### src/hw/cqp_pkg.sv
// Purpose: Shared types and constants for the charge quota policy control
// Assumes: One 25 MHz clock, synchronous active-low reset
// Notes:   Behaviour codes and power state codes live here only
package cqp_pkg;

    // Clock
    localparam int CLK_PERIOD_NS = 40;

    // Auto-recovery wait between fault checks
    localparam int T_CYCLE_US    = 20;
    localparam int CYCLE_CNT     = (T_CYCLE_US * 1000) / CLK_PERIOD_NS;

    // Quota behaviour codes
    typedef enum logic [1:0] {
        BEH_REPORT = 2'h0,
        BEH_REP_DISC = 2'h1,
        BEH_DISC_SLEEP = 2'h2,
        BEH_IGNORE = 2'h3
    } cqp_beh_t;

    // Power states, Gray along detect, active, error, sleep
    typedef enum logic [1:0] {
        PS_DETECT = 2'h0,
        PS_ACTIVE = 2'h1,
        PS_ERROR  = 2'h3,
        PS_SLEEP  = 2'h2
    } cqp_pstate_t;

    // Control pins that decide the power state
    typedef struct packed {
        logic mode_sel_a;
        logic mode_sel_b;
        logic emulation_enable;
        logic detect_policy;
        logic port_power_enable;
    } cqp_ctl_t;

    // Fault sources
    typedef struct packed {
        logic overcurrent;
        logic supply_ov;
        logic bus_uv;
        logic back_voltage;
        logic discharge_err;
        logic over_temp;
    } cqp_fault_t;

    // Ordered action steps, lowest index runs first
    localparam int STEPS      = 6;
    localparam int STEP_FLAG  = 0;
    localparam int STEP_ALERT = 1;
    localparam int STEP_EMU   = 2;
    localparam int STEP_SW    = 3;
    localparam int STEP_SLEEP = 4;
    localparam int STEP_CHECK = 5;

    // Reset values
    localparam logic [1:0] BEH_RST = 2'h1;

endpackage : cqp_pkg

### src/hw/cqp_policy_ctrl.sv
// Purpose: Quota policy, quota enable/clear and fault handling control
// Assumes: Accumulator and detection logic live outside on the same clock
// Notes:   Actions run one step per clock in a fixed order
//
// Operation
// - Report to report-and-disconnect after hit: open switch, keep alert
// - Report to disconnect-and-sleep: release alert, drop profile, open, sleep
// - Report-and-disconnect to disconnect-and-sleep: release alert, then sleep
// - Disconnect-and-sleep to report: assert alert, then re-check controls
// - Disconnect-and-sleep to report-and-disconnect: alert, re-check, switches open
// - Re-check restarts emulation if controls changed, else prior state
// - Quota disable before hit disables quota and clears count
// - Quota disable after hit clears flag, releases alert, re-checks
// - Quota clear zeroes accumulated count
// - Clear before hit keeps counting; after hit runs behaviour reset steps
// - Latched and auto-recovering fault handling both supported
// - Hold mode from config bit on SMBus, else from hold pin
// - Faults: overcurrent, overvoltage, undervoltage, back-voltage, discharge, heat
// - Report reset: clear count, clear flag, release alert, in order
// - Auto mode: error, alert, wait, re-check, restore active
// - Latched mode: stay in error until power toggle or flag clear
`timescale 1ns/100ps
`default_nettype none
module cqp_policy_ctrl #(
    parameter int CYCLE_CNT = cqp_pkg::CYCLE_CNT
) (
    // Clock and reset
    input  wire logic                 clk,
    input  wire logic                 rst_n,
    // Control pins
    input  wire cqp_pkg::cqp_ctl_t    ctl_pins,
    input  wire logic                 quota_enable,
    input  wire logic                 fault_hold_pin,
    input  wire cqp_pkg::cqp_fault_t  fault_pins,
    input  wire logic                 detect_alert,
    // Host configuration logic
    input  wire logic                 smbus_active,
    input  wire logic                 fault_hold_select_bit,
    input  wire logic                 behavior_wr,
    input  wire cqp_pkg::cqp_beh_t    behavior_in,
    input  wire logic                 quota_clear,
    input  wire logic                 fault_flag_clear,
    // Accumulator
    input  wire logic                 threshold_hit,
    output logic                      accum_clear,
    // Port control
    output logic                      alert_n,
    output logic                      port_switch_on,
    output logic                      bypass_switch_on,
    output logic                      emulation_on,
    output logic                      emulation_restart,
    // Status
    output cqp_pkg::cqp_pstate_t      power_state,
    output logic                      quota_hit_flag,
    output logic                      fault_flag,
    output cqp_pkg::cqp_beh_t         prev_behavior,
    output cqp_pkg::cqp_beh_t         cur_behavior
);
    localparam int CW = $clog2(CYCLE_CNT + 1);
    localparam logic [CW-1:0] CYC_LAST = CW'(CYCLE_CNT - 1);

    typedef struct packed {
        cqp_pkg::cqp_pstate_t ps;
        cqp_pkg::cqp_pstate_t ps_prior;
        cqp_pkg::cqp_beh_t    beh;
        cqp_pkg::cqp_beh_t    beh_prev;
        logic                 hit;
        logic                 alert_quota;
        logic                 alert_target;
        logic                 sw_block;
        logic                 emu_removed;
        logic [cqp_pkg::STEPS-1:0] pending;
        cqp_pkg::cqp_ctl_t    ctl_snap;
        logic                 thr_d;
        logic                 en_d;
        logic                 pwr_d;
        logic                 fflag;
        logic [CW-1:0]        cyc;
        logic                 alert_n;
        logic                 sw_on;
        logic                 byp_on;
        logic                 emu_on;
        logic                 emu_restart;
        logic                 acc_clr;
    } cqp_st_t;

    cqp_st_t s;
    cqp_st_t next_s;

    cqp_pkg::cqp_ctl_t   ctl;
    cqp_pkg::cqp_fault_t flt;
    logic                q_en;
    logic                hold_pin;
    logic                det_alert;

    ////////////////////////////////////////////////////////////////////////////
    // Pin synchronisers
    cqp_sync #(
        .W ($bits(cqp_pkg::cqp_ctl_t) + $bits(cqp_pkg::cqp_fault_t) + 3)
    ) u_sync (
        .clk   (clk),
        .rst_n (rst_n),
        .din   ({ctl_pins, fault_pins, quota_enable, fault_hold_pin, detect_alert}),
        .dout  ({ctl, flt, q_en, hold_pin, det_alert})
    );

    ////////////////////////////////////////////////////////////////////////////
    // Next state
    logic                       fault_any;
    logic                       latch_mode;
    logic                       en_fall;
    logic                       pwr_fall;
    logic [cqp_pkg::STEPS-1:0]  step;

    // Action mask for a behaviour change after the hit
    function automatic logic [cqp_pkg::STEPS-1:0] beh_mask(
        input cqp_pkg::cqp_beh_t o,
        input cqp_pkg::cqp_beh_t n
    );
        logic [cqp_pkg::STEPS-1:0] m;
        m = '0;
        case ({o, n})
            {cqp_pkg::BEH_REPORT, cqp_pkg::BEH_REP_DISC}: m[cqp_pkg::STEP_SW] = 1'b1;
            {cqp_pkg::BEH_REPORT, cqp_pkg::BEH_DISC_SLEEP}: m = 6'b01_1110;
            {cqp_pkg::BEH_REPORT, cqp_pkg::BEH_IGNORE}: m[cqp_pkg::STEP_ALERT] = 1'b1;
            {cqp_pkg::BEH_REP_DISC, cqp_pkg::BEH_IGNORE}: m = 6'b10_0010;
            {cqp_pkg::BEH_REP_DISC, cqp_pkg::BEH_REPORT}: m[cqp_pkg::STEP_CHECK] = 1'b1;
            {cqp_pkg::BEH_REP_DISC, cqp_pkg::BEH_DISC_SLEEP}: m = 6'b01_0010;
            {cqp_pkg::BEH_DISC_SLEEP, cqp_pkg::BEH_IGNORE}: m[cqp_pkg::STEP_CHECK] = 1'b1;
            {cqp_pkg::BEH_DISC_SLEEP, cqp_pkg::BEH_REPORT}: m = 6'b10_0010;
            {cqp_pkg::BEH_DISC_SLEEP, cqp_pkg::BEH_REP_DISC}: m = 6'b10_0010;
            {cqp_pkg::BEH_IGNORE, cqp_pkg::BEH_REPORT}: m[cqp_pkg::STEP_ALERT] = 1'b1;
            {cqp_pkg::BEH_IGNORE, cqp_pkg::BEH_REP_DISC}: m = 6'b00_1110;
            {cqp_pkg::BEH_IGNORE, cqp_pkg::BEH_DISC_SLEEP}: m = 6'b01_1100;
            default: m = '0;
        endcase
        return m;
    endfunction

    always_comb begin
        next_s             = s;
        next_s.emu_restart = 1'b0;
        next_s.acc_clr     = 1'b0;
        next_s.thr_d       = threshold_hit;
        next_s.en_d        = q_en;
        next_s.pwr_d       = ctl.port_power_enable;
        fault_any  = |flt;
        latch_mode = smbus_active ? fault_hold_select_bit : hold_pin;
        en_fall    = s.en_d & ~q_en;
        pwr_fall   = s.pwr_d & ~ctl.port_power_enable;
        step       = '0;
        for (int i = cqp_pkg::STEPS - 1; i >= 0; i--) begin
            if (s.pending[i]) begin
                step = '0;
                step[i] = 1'b1;
            end
        end

        // One ordered step per clock
        next_s.pending = s.pending & ~step;
        if (step[cqp_pkg::STEP_FLAG]) begin
            next_s.hit = 1'b0;
        end
        if (step[cqp_pkg::STEP_ALERT]) begin
            next_s.alert_quota = s.alert_target;
        end
        if (step[cqp_pkg::STEP_EMU]) begin
            next_s.emu_removed = 1'b1;
        end
        if (step[cqp_pkg::STEP_SW]) begin
            next_s.sw_block = 1'b1;
        end
        if (step[cqp_pkg::STEP_SLEEP] && s.ps != cqp_pkg::PS_ERROR) begin
            next_s.ps = cqp_pkg::PS_SLEEP;
        end
        if (step[cqp_pkg::STEP_CHECK]) begin
            next_s.sw_block = s.hit && s.beh == cqp_pkg::BEH_REP_DISC;
            if (ctl != s.ctl_snap) begin
                next_s.ctl_snap    = ctl;
                next_s.emu_removed = 1'b0;
                next_s.emu_restart = ctl.emulation_enable;
                if (s.ps != cqp_pkg::PS_ERROR) begin
                    next_s.ps = ctl.port_power_enable ? cqp_pkg::PS_ACTIVE
                                                      : cqp_pkg::PS_DETECT;
                end
            end else if (s.ps != cqp_pkg::PS_ERROR) begin
                next_s.ps = s.ps_prior;
            end
        end

        // Threshold reached
        if (threshold_hit && !s.thr_d && q_en && !s.hit) begin
            next_s.hit      = 1'b1;
            next_s.ctl_snap = ctl;
            next_s.ps_prior = s.ps;
            case (s.beh)
                cqp_pkg::BEH_REPORT: next_s.alert_quota = 1'b1;
                cqp_pkg::BEH_REP_DISC: begin
                    next_s.alert_quota = 1'b1;
                    next_s.emu_removed = 1'b1;
                    next_s.sw_block    = 1'b1;
                end
                cqp_pkg::BEH_DISC_SLEEP: next_s.pending[4:2] = 3'h7;
                default: next_s.pending = next_s.pending;
            endcase
        end

        if (behavior_wr) begin
            next_s.beh_prev = s.beh;
            next_s.beh      = behavior_in;
            if (s.hit) begin
                next_s.pending      = next_s.pending | beh_mask(s.beh, behavior_in);
                next_s.alert_target = behavior_in == cqp_pkg::BEH_REPORT ||
                                      behavior_in == cqp_pkg::BEH_REP_DISC;
            end
        end

        if (quota_clear) begin
            next_s.acc_clr = 1'b1;
            if (s.hit) begin
                next_s.alert_target = 1'b0;
                case (s.beh)
                    cqp_pkg::BEH_REPORT: next_s.pending = next_s.pending | 6'b00_0011;
                    cqp_pkg::BEH_REP_DISC: next_s.pending = next_s.pending | 6'b10_0011;
                    cqp_pkg::BEH_DISC_SLEEP: next_s.pending = next_s.pending | 6'b10_0001;
                    default: next_s.pending = next_s.pending | 6'b00_0001;
                endcase
            end
        end

        if (en_fall && !s.hit) begin
            next_s.acc_clr = 1'b1;
        end
        if (en_fall && s.hit) begin
            next_s.hit          = 1'b0;
            next_s.alert_target = 1'b0;
            next_s.pending      = next_s.pending | 6'b10_0010;
        end

        if (fault_any) begin
            next_s.fflag = 1'b1;
        end else if (fault_flag_clear) begin
            next_s.fflag = 1'b0;
        end
        if (fault_any && s.ps != cqp_pkg::PS_ERROR) begin
            next_s.ps  = cqp_pkg::PS_ERROR;
            next_s.cyc = '0;
        end else if (s.ps == cqp_pkg::PS_ERROR) begin
            if (latch_mode) begin
                if ((pwr_fall || fault_flag_clear) && !fault_any) begin
                    next_s.ps = cqp_pkg::PS_ACTIVE;
                end
            end else begin
                next_s.cyc = s.cyc + CW'(1);
                if (s.cyc == CYC_LAST) begin
                    next_s.cyc = '0;
                    if (!fault_any) begin
                        next_s.ps = cqp_pkg::PS_ACTIVE;
                    end
                end
            end
        end

        next_s.alert_n = ~(next_s.alert_quota || next_s.ps == cqp_pkg::PS_ERROR || det_alert);
        next_s.sw_on   = next_s.ps == cqp_pkg::PS_ACTIVE && !next_s.sw_block;
        next_s.byp_on  = next_s.ps == cqp_pkg::PS_DETECT && !next_s.sw_block;
        next_s.emu_on  = next_s.ps == cqp_pkg::PS_ACTIVE && ctl.emulation_enable &&
                         !next_s.emu_removed;
    end

    always_ff @(posedge clk) begin
        if (!rst_n) begin
            s         <= '0;
            s.alert_n <= 1'b1;
            s.beh     <= cqp_pkg::cqp_beh_t'(cqp_pkg::BEH_RST);
        end else begin
            s <= next_s;
        end
    end

    ////////////////////////////////////////////////////////////////////////////
    // Outputs, all from flops
    assign accum_clear       = s.acc_clr;
    assign alert_n           = s.alert_n;
    assign port_switch_on    = s.sw_on;
    assign bypass_switch_on  = s.byp_on;
    assign emulation_on      = s.emu_on;
    assign emulation_restart = s.emu_restart;
    assign power_state       = s.ps;
    assign quota_hit_flag    = s.hit;
    assign fault_flag        = s.fflag;
    assign prev_behavior     = s.beh_prev;
    assign cur_behavior      = s.beh;
endmodule // cqp_policy_ctrl
`default_nettype wire

### src/hw/cqp_sync.sv
// Purpose: Two-stage synchroniser for pin inputs
// Assumes: Inputs asynchronous to clk
// Notes:   First stage feeds only the second stage
`timescale 1ns/100ps
`default_nettype none
module cqp_sync #(
    parameter int W = 1
) (
    // Clock and reset
    input  wire logic         clk,
    input  wire logic         rst_n,
    // Data
    input  wire logic [W-1:0] din,
    output logic      [W-1:0] dout
);
    typedef struct packed {
        logic [W-1:0] meta;
        logic [W-1:0] stable;
    } cqp_sync_st_t;

    cqp_sync_st_t s;
    cqp_sync_st_t next_s;

    always_comb begin
        next_s        = s;
        next_s.meta   = din;
        next_s.stable = s.meta;
    end

    always_ff @(posedge clk) begin
        if (!rst_n) begin
            s <= '0;
        end else begin
            s <= next_s;
        end
    end

    assign dout = s.stable;
endmodule // cqp_sync
`default_nettype wire

### config.mk
export PLATFORM = sky130hd
export DESIGN_NAME = cqp_policy_ctrl
export DESIGN_NICKNAME = d
export VERILOG_FILES = /design/src/hw/cqp_pkg.sv /design/src/hw/cqp_policy_ctrl.sv /design/src/hw/cqp_sync.sv
export SDC_FILE = /design/constraint.sdc
export NUM_CORES = 1
export LEC_CHECK = 0
export BUFFER_PORTS_ARGS = -buffer_cell sky130_fd_sc_hd__buf_4
export CORE_MARGIN = 10
export CORE_UTILIZATION = 40
export CTS_CLUSTER_SIZE = 16
export DETAILED_ROUTE_END_ITERATION = 16
export PLACE_DENSITY = 0.58
export SLEW_MARGIN = 20
export SYNTH_ARGS = -nofsm -noshare
export SYNTH_HDL_FRONTEND = slang
export SYNTH_SLANG_ARGS = --single-unit
### constraint.sdc
create_clock -name clk -period 4.6 [get_ports clk]
set_input_delay 0.69 -clock clk [delete_from_list [all_inputs] [get_ports clk]]
set_output_delay 0.69 -clock clk [all_outputs]
set_load 0.02 [all_outputs]
==> results of run 1 <==
power by group through the flow:
stage / Sequential [mW] / Combinational [mW] / Clock [mW]
2_1_floorplan: 0.665 / 0.0742 / 0
3_3_place_gp: 0.664 / 0.115 / 0
3_5_place_dp: 0.664 / 0.116 / 0
4_1_cts: 0.650 / 0.116 / 0.505
5_1_grt: 0.653 / 0.128 / 0.530
6_report: 0.650 / 0.114 / 0.490
worst max path at each step:
stage                     end  slack (ps)  cells after the start
2_1_floorplan  power_state[1]        2740                      5
3_3_place_gp            s[31]        2340                      5
3_5_place_dp             s[8]        2310                      5
4_1_cts        port_switch_on        2530                      5
5_1_grt                 s[31]        2360                      4
6_report       port_switch_on        2520                      5
final cells by class:
cell class | instances | area, um2 | share of cell area (%)
sequential | 71 | 1420 | 42.3
tap | 96 | 120 | 3.57
inverter | 7 | 26.3 | 0.782
timing repair buffer | 37 | 278 | 8.27
clock buffer | 11 | 141 | 4.21
multi-input combinational | 207 | 1320 | 39.2
clock inverter | 5 | 56.3 | 1.68
worst reg2reg max path: stages, from the launching register on:
cell and delay [ps]:
dfxtp_1 380, or4_4 550, nor3b_2 370, o211ai_1 180
and3_1 250, nor4_2 260
sequential cells by signal, summed over array words and instances, names as in the netlist:
signal	cells
accum_clear	1
alert_n	1
bypass_switch_on	1
cur_behavior	2
emulation_on	1
emulation_restart	1
fault_flag	1
port_switch_on	1
power_state	2
prev_behavior	2
quota_hit_flag	1
s	29
u_sync.dout	14
u_sync.next_s	14
through the flow:
stage               setup WS, ps  hold WS [ps]  util (%)  instance area (um2)  total power [mW]
global placement            2340           414      46.3                 3160             0.779
detailed placement          2310           417      46.3                 3160             0.780
floorplan                   2740           412         -                 2840             0.739
finish                      2520           433      49.2                 3360              1.25
CTS                         2530           433      49.2                 3360              1.27
global route                2360           445      49.2                 3360              1.31
layer usage:
layer  vias up  global-route usage, %  part of all wire [%]
met3         9                   2.85                   3.9
li1       1099                      -                     -
met1       951                   13.2                    50
met4         0                   5.96                   2.1
met2        42                   15.2                    44
met5         -                      0                     0
cells in the mapped netlist, types with 2 or more instances:
library cell   n  area [um2]
a21oi_1       17        85.1
a31oi_1        3        18.8
and2_1        35         219
and3_1         8        50.1
buf_4          6        45.0
clkbuf_1      10        37.5
dfxtp_1       71        1420
ha_1           5        62.6
inv_1          7        26.3
mux2i_1        5        50.1
nand2_1       17        63.8
nand2b_1       3        18.8
nand3_1       11        55.1
nand3b_1       2        15.0
nand4_1        4        25.0
nor2_1        27         101
nor2b_1        4        25.0
nor3_1         5        25.0
nor4_2         3        37.5
o2111ai_1      2        17.5
o211ai_1       2        15.0
o21a_1         2        15.0
o21ai_0        7        35.0
o21ai_1        6        30.0
o21bai_1       2        15.0
or3_1          2        12.5
xnor2_1        6        52.6
xor2_1         7        61.3
cell families after synthesis:
logic type	synth area share, %
compound gates	12.2
xor+xnor	4.01
fa+ha+maj	2.20
buf+inv	3.83
flops	50.0
mux	1.76
simple gates	26.0
==> results.cfg, run 1 <==
[status]
status = complete, no violations

[clock_network]
htree_levels = 3
cts_setup_buffers = 0
numCtsBuffers = 9
holdBufCountCts = 0
clock_latency_ps = 340
cts.sinks = 71
tritoncts = done
path_clk_slew_ps = 80
cts-root-buf = clkbuf_8
cts_max_path_buffers = 2
cts_resized = 0

[place]
hpwl_mm = 3.89
port_buffers = 37
gp_routability_congestion = 0.821
dp_cells = 418

[hold_path]
hp-class = reg -> reg
hp-start = u_sync.next_s[12]
hold_path_end = u_sync.dout[12]
whs_path_depth = 1

[finish]
final_cells = 434
antenna_cells = 0
nNetsFinal = 362
syn_to_final_growth_pct = 18.3
final_common_cell = dfxtp_1
final_cell_mix = dfxtp_1, buf_4, and2_1
fill_cells = 681
drive_above_1_share_pct = 18.9

[detailed_routing]
vias = 2101
routedWlPerCell_um = 12.7
via_per_inst = 4.84
antenna_left = 0
firstDrtPassIters = 4
route.detailed.drc = 0
drt_iter0_drc = 119
drt-total-wl_mm = 5.50

[critical_path]
critPathRequiredTime_ps = 4850
worstSetupPathType = reg -> reg
crit-reg2reg-launch = s[25]
cp_top_family = simple AND/OR/NAND/NOR gates
worstPathMaxFanout = 7
start_kind = flop
ff2ff_path_depth = 5
crit_chain = or4_4 -> nor3b_2 -> o211ai_1 -> and3_1 -> nor4_2
cp_slowest_stage_delay_ps = 550
slowest_stage = or4_4
rr_endpoint = port_switch_on
reg2reg_slack_ps = 2520
critPathBufInv = 0
worstPathArrival_ps = 2330
end_kind = flop
crit_start = s[25]

[sta]
setup_viol = 0
tns_ps = 0
tightest_slew_ps = 973
rsz0062_at_grt = no
slew_viol_final = 0
clock.fmax_mhz = 481
period_needed_ps = 2080
report.final.hold_viol_count = 0
finalCritPeriodShare_pct = 45.2
max-slew-margin-rel_pct = 34.2
clock_skew_ps = 7.18

[floorplan]
dieArea_um2 = 10900
core_um2 = 6830
ios = 38
num_rows = 30
die_w_um = 104
die_h_um = 104
start_util_pct = 41.6

[global_routing]
track_usage_pct = 10.4
grt_max_degree = 43
antenna_found_initial = 0
grt_pass1_vias = 2009
grt_overflow = 0
grt_first_pass_wirelength_mm = 9.32

[yosys]
synthArstFlopShare_pct = 0
synth_cell_types = 50
yosys_warnings = 0
syn_area_um2 = 2840
synth.avg_cell_area_um2 = 9.44
synth_nets = 330
synthCells = 301
ys_seq_area_share_pct = 50.0
synth_ff_type = dfxtp_1
ys_seq_elements = 71
synth_edf_count = 0

[power_and_ir_drop]
p_comb_share_pct = 9.1
power_frac_clock_pct = 39.1
p_switching_mw = 0.300
intPower_mw = 0.954
p_sw_share_pct = 23.9
p_leak_nw = 1.35
power_density_nw_per_um2 = 373
irDropWorstVdd_uv = 190
pwr-share-seq_pct = 51.8

[flow_run]
maxCapViolations = 0
(Power assumes the default switching activity.)
==> inputs of run 2 (changes only) <==
- clock period: 4.6 -> 2.15 ns (I/O delays scaled with it)
==> results.cfg, run 2 (same netlist as run 1, synthesis figures left out) <==
[flow_run]
maxCapViolations = 0

[finish]
multiInputGateArea_um2 = 1310
final_cells = 443
seqCellArea_um2 = 1420
top_register = s
antenna_cells = 0
nNetsFinal = 371
final_common_cell = dfxtp_1
largest_reg_flops = 29
fill_cells = 669
final_cell_mix = dfxtp_1, buf_4, and2_1
drive_above_1_share_pct = 20.7
syn_to_final_growth_pct = 20.0
final_util_pct = 49.9

[floorplan]
die_h_um = 104
core_um2 = 6830
die_w_um = 104
ios = 38
num_rows = 30
start_util_pct = 41.6
dieArea_um2 = 10900

[sta]
clock.fmax_mhz = 489
clock_skew_ps = 10.3
tns_ps = 0
period_needed_ps = 2050
finalCritPeriodShare_pct = 95.1
max-slew-margin-rel_pct = 67.4
slew_viol_final = 0
setup_viol = 0
tightest_slew_ps = 483
hold-worst-slack_ps = 184
report.final.hold_viol_count = 0
rsz0062_at_grt = no

[clock_network]
tritoncts = done
numCtsBuffers = 9
cts-root-buf = clkbuf_8
holdBufCountCts = 0
cts_resized = 0
cts_setup_buffers = 0
path_clk_slew_ps = 80
clock_latency_ps = 340
cts_max_path_buffers = 2
htree_levels = 3
cts.sinks = 71

[critical_path]
crit_start = s[27]
start_kind = flop
ff2ff_path_depth = 5
worstSetupPathType = reg -> reg
cp_slowest_stage_delay_ps = 580
crit_chain = or4_4 -> or3b_4 -> a21oi_4 -> o2111ai_1 -> nor4_2
slowest_stage = or4_4
crit-reg2reg-launch = s[27]
critPathRequiredTime_ps = 2400
rr_endpoint = emulation_on
end_kind = flop
worstPathArrival_ps = 2300
worstSetupEndpoint = emulation_on
worstPathMaxFanout = 8
reg2reg_slack_ps = 100

[hold_path]
hp-class = in -> reg

[place]
hpwl_mm = 4.21
gp_routability_congestion = 0.843
port_buffers = 37
dp_cells = 427

[power_and_ir_drop]
p_leak_nw = 1.39
power_density_nw_per_um2 = 768
power.total_mw = 2.62
irDropWorstVdd_uv = 416

[detailed_routing]
routedWlPerCell_um = 12.9
drt-total-wl_mm = 5.73
vias = 2150
drt_iter0_drc = 126
firstDrtPassIters = 4
antenna_left = 0
route.detailed.drc = 0
via_per_inst = 4.85

[global_routing]
grt_overflow = 0
grt_max_degree = 42
grt_pass1_vias = 2120
track_usage_pct = 10.6
antenna_found_initial = 0
grt_first_pass_wirelength_mm = 9.65

[status]
status = complete, no violations
## run 2: changes by cell type in the layout (fill, tap and decap cells not counted)
cell,change
clkinv_2,-1
bufinv_16,-1
nor4bb_1,+1
clkbuf_8,+1
clkinv_4,+2
inv_6,-1
buf_4,+9
nor4bb_2,-1
## run 2: per-layer routing
metal	vias to the layer above	track usage [%]	part of all wire (%)
met4	0	6.26	2.0
met3	11	3.16	4.6
met5	-	0	0
met1	978	13.0	48
met2	47	16.0	45
li1	1114	-	-
## run 2: layout make-up
cell class,count,area share [%]
clock buffers,12,4.55
well taps,96,3.52
repair buffers,46,10.1
inverters,7,0.771
flip-flops and latches,71,41.7
multi-input cells,207,38.5
clock inverters,4,0.881
## run 2: where the power goes
group	switching, mW	internal, mW	leakage (nW)
registers	0.0263	1.36	0.581
logic	0.139	0.121	0.716
clock network	0.487	0.484	0.0926
total	0.652	1.97	1.39
## run 2: per-stage QoR
step | cell area [um2] | worst slack, ps
after global placement | 3220 | 192
final | 3410 | 105
after detailed placement | 3220 | 132
after CTS | 3410 | 109
after floorplan | 2840 | 290
after global routing | 3410 | 8.33
## run 2: how the worst min path moves through the flow
stage | startpoint | to | slack [ps] | cells past startpoint
finish | quota_enable | u_sync.next_s[2] | 180 | 2
detailed placement | u_sync.next_s[1] | u_sync.dout[1] | 420 | 1
global placement | u_sync.next_s[1] | u_sync.dout[1] | 420 | 1
CTS | quota_enable | u_sync.next_s[2] | 170 | 2
floorplan | u_sync.next_s[0] | u_sync.dout[0] | 410 | 1
global route | detect_alert | u_sync.next_s[0] | 170 | 2
## run 2: critical path: cells and delay by family (launching register included)
family	cells	cell delay (ps)
flip-flops	1	330
AO/OA/AOI/OAI	2	440
AND/OR/NAND/NOR	3	1190
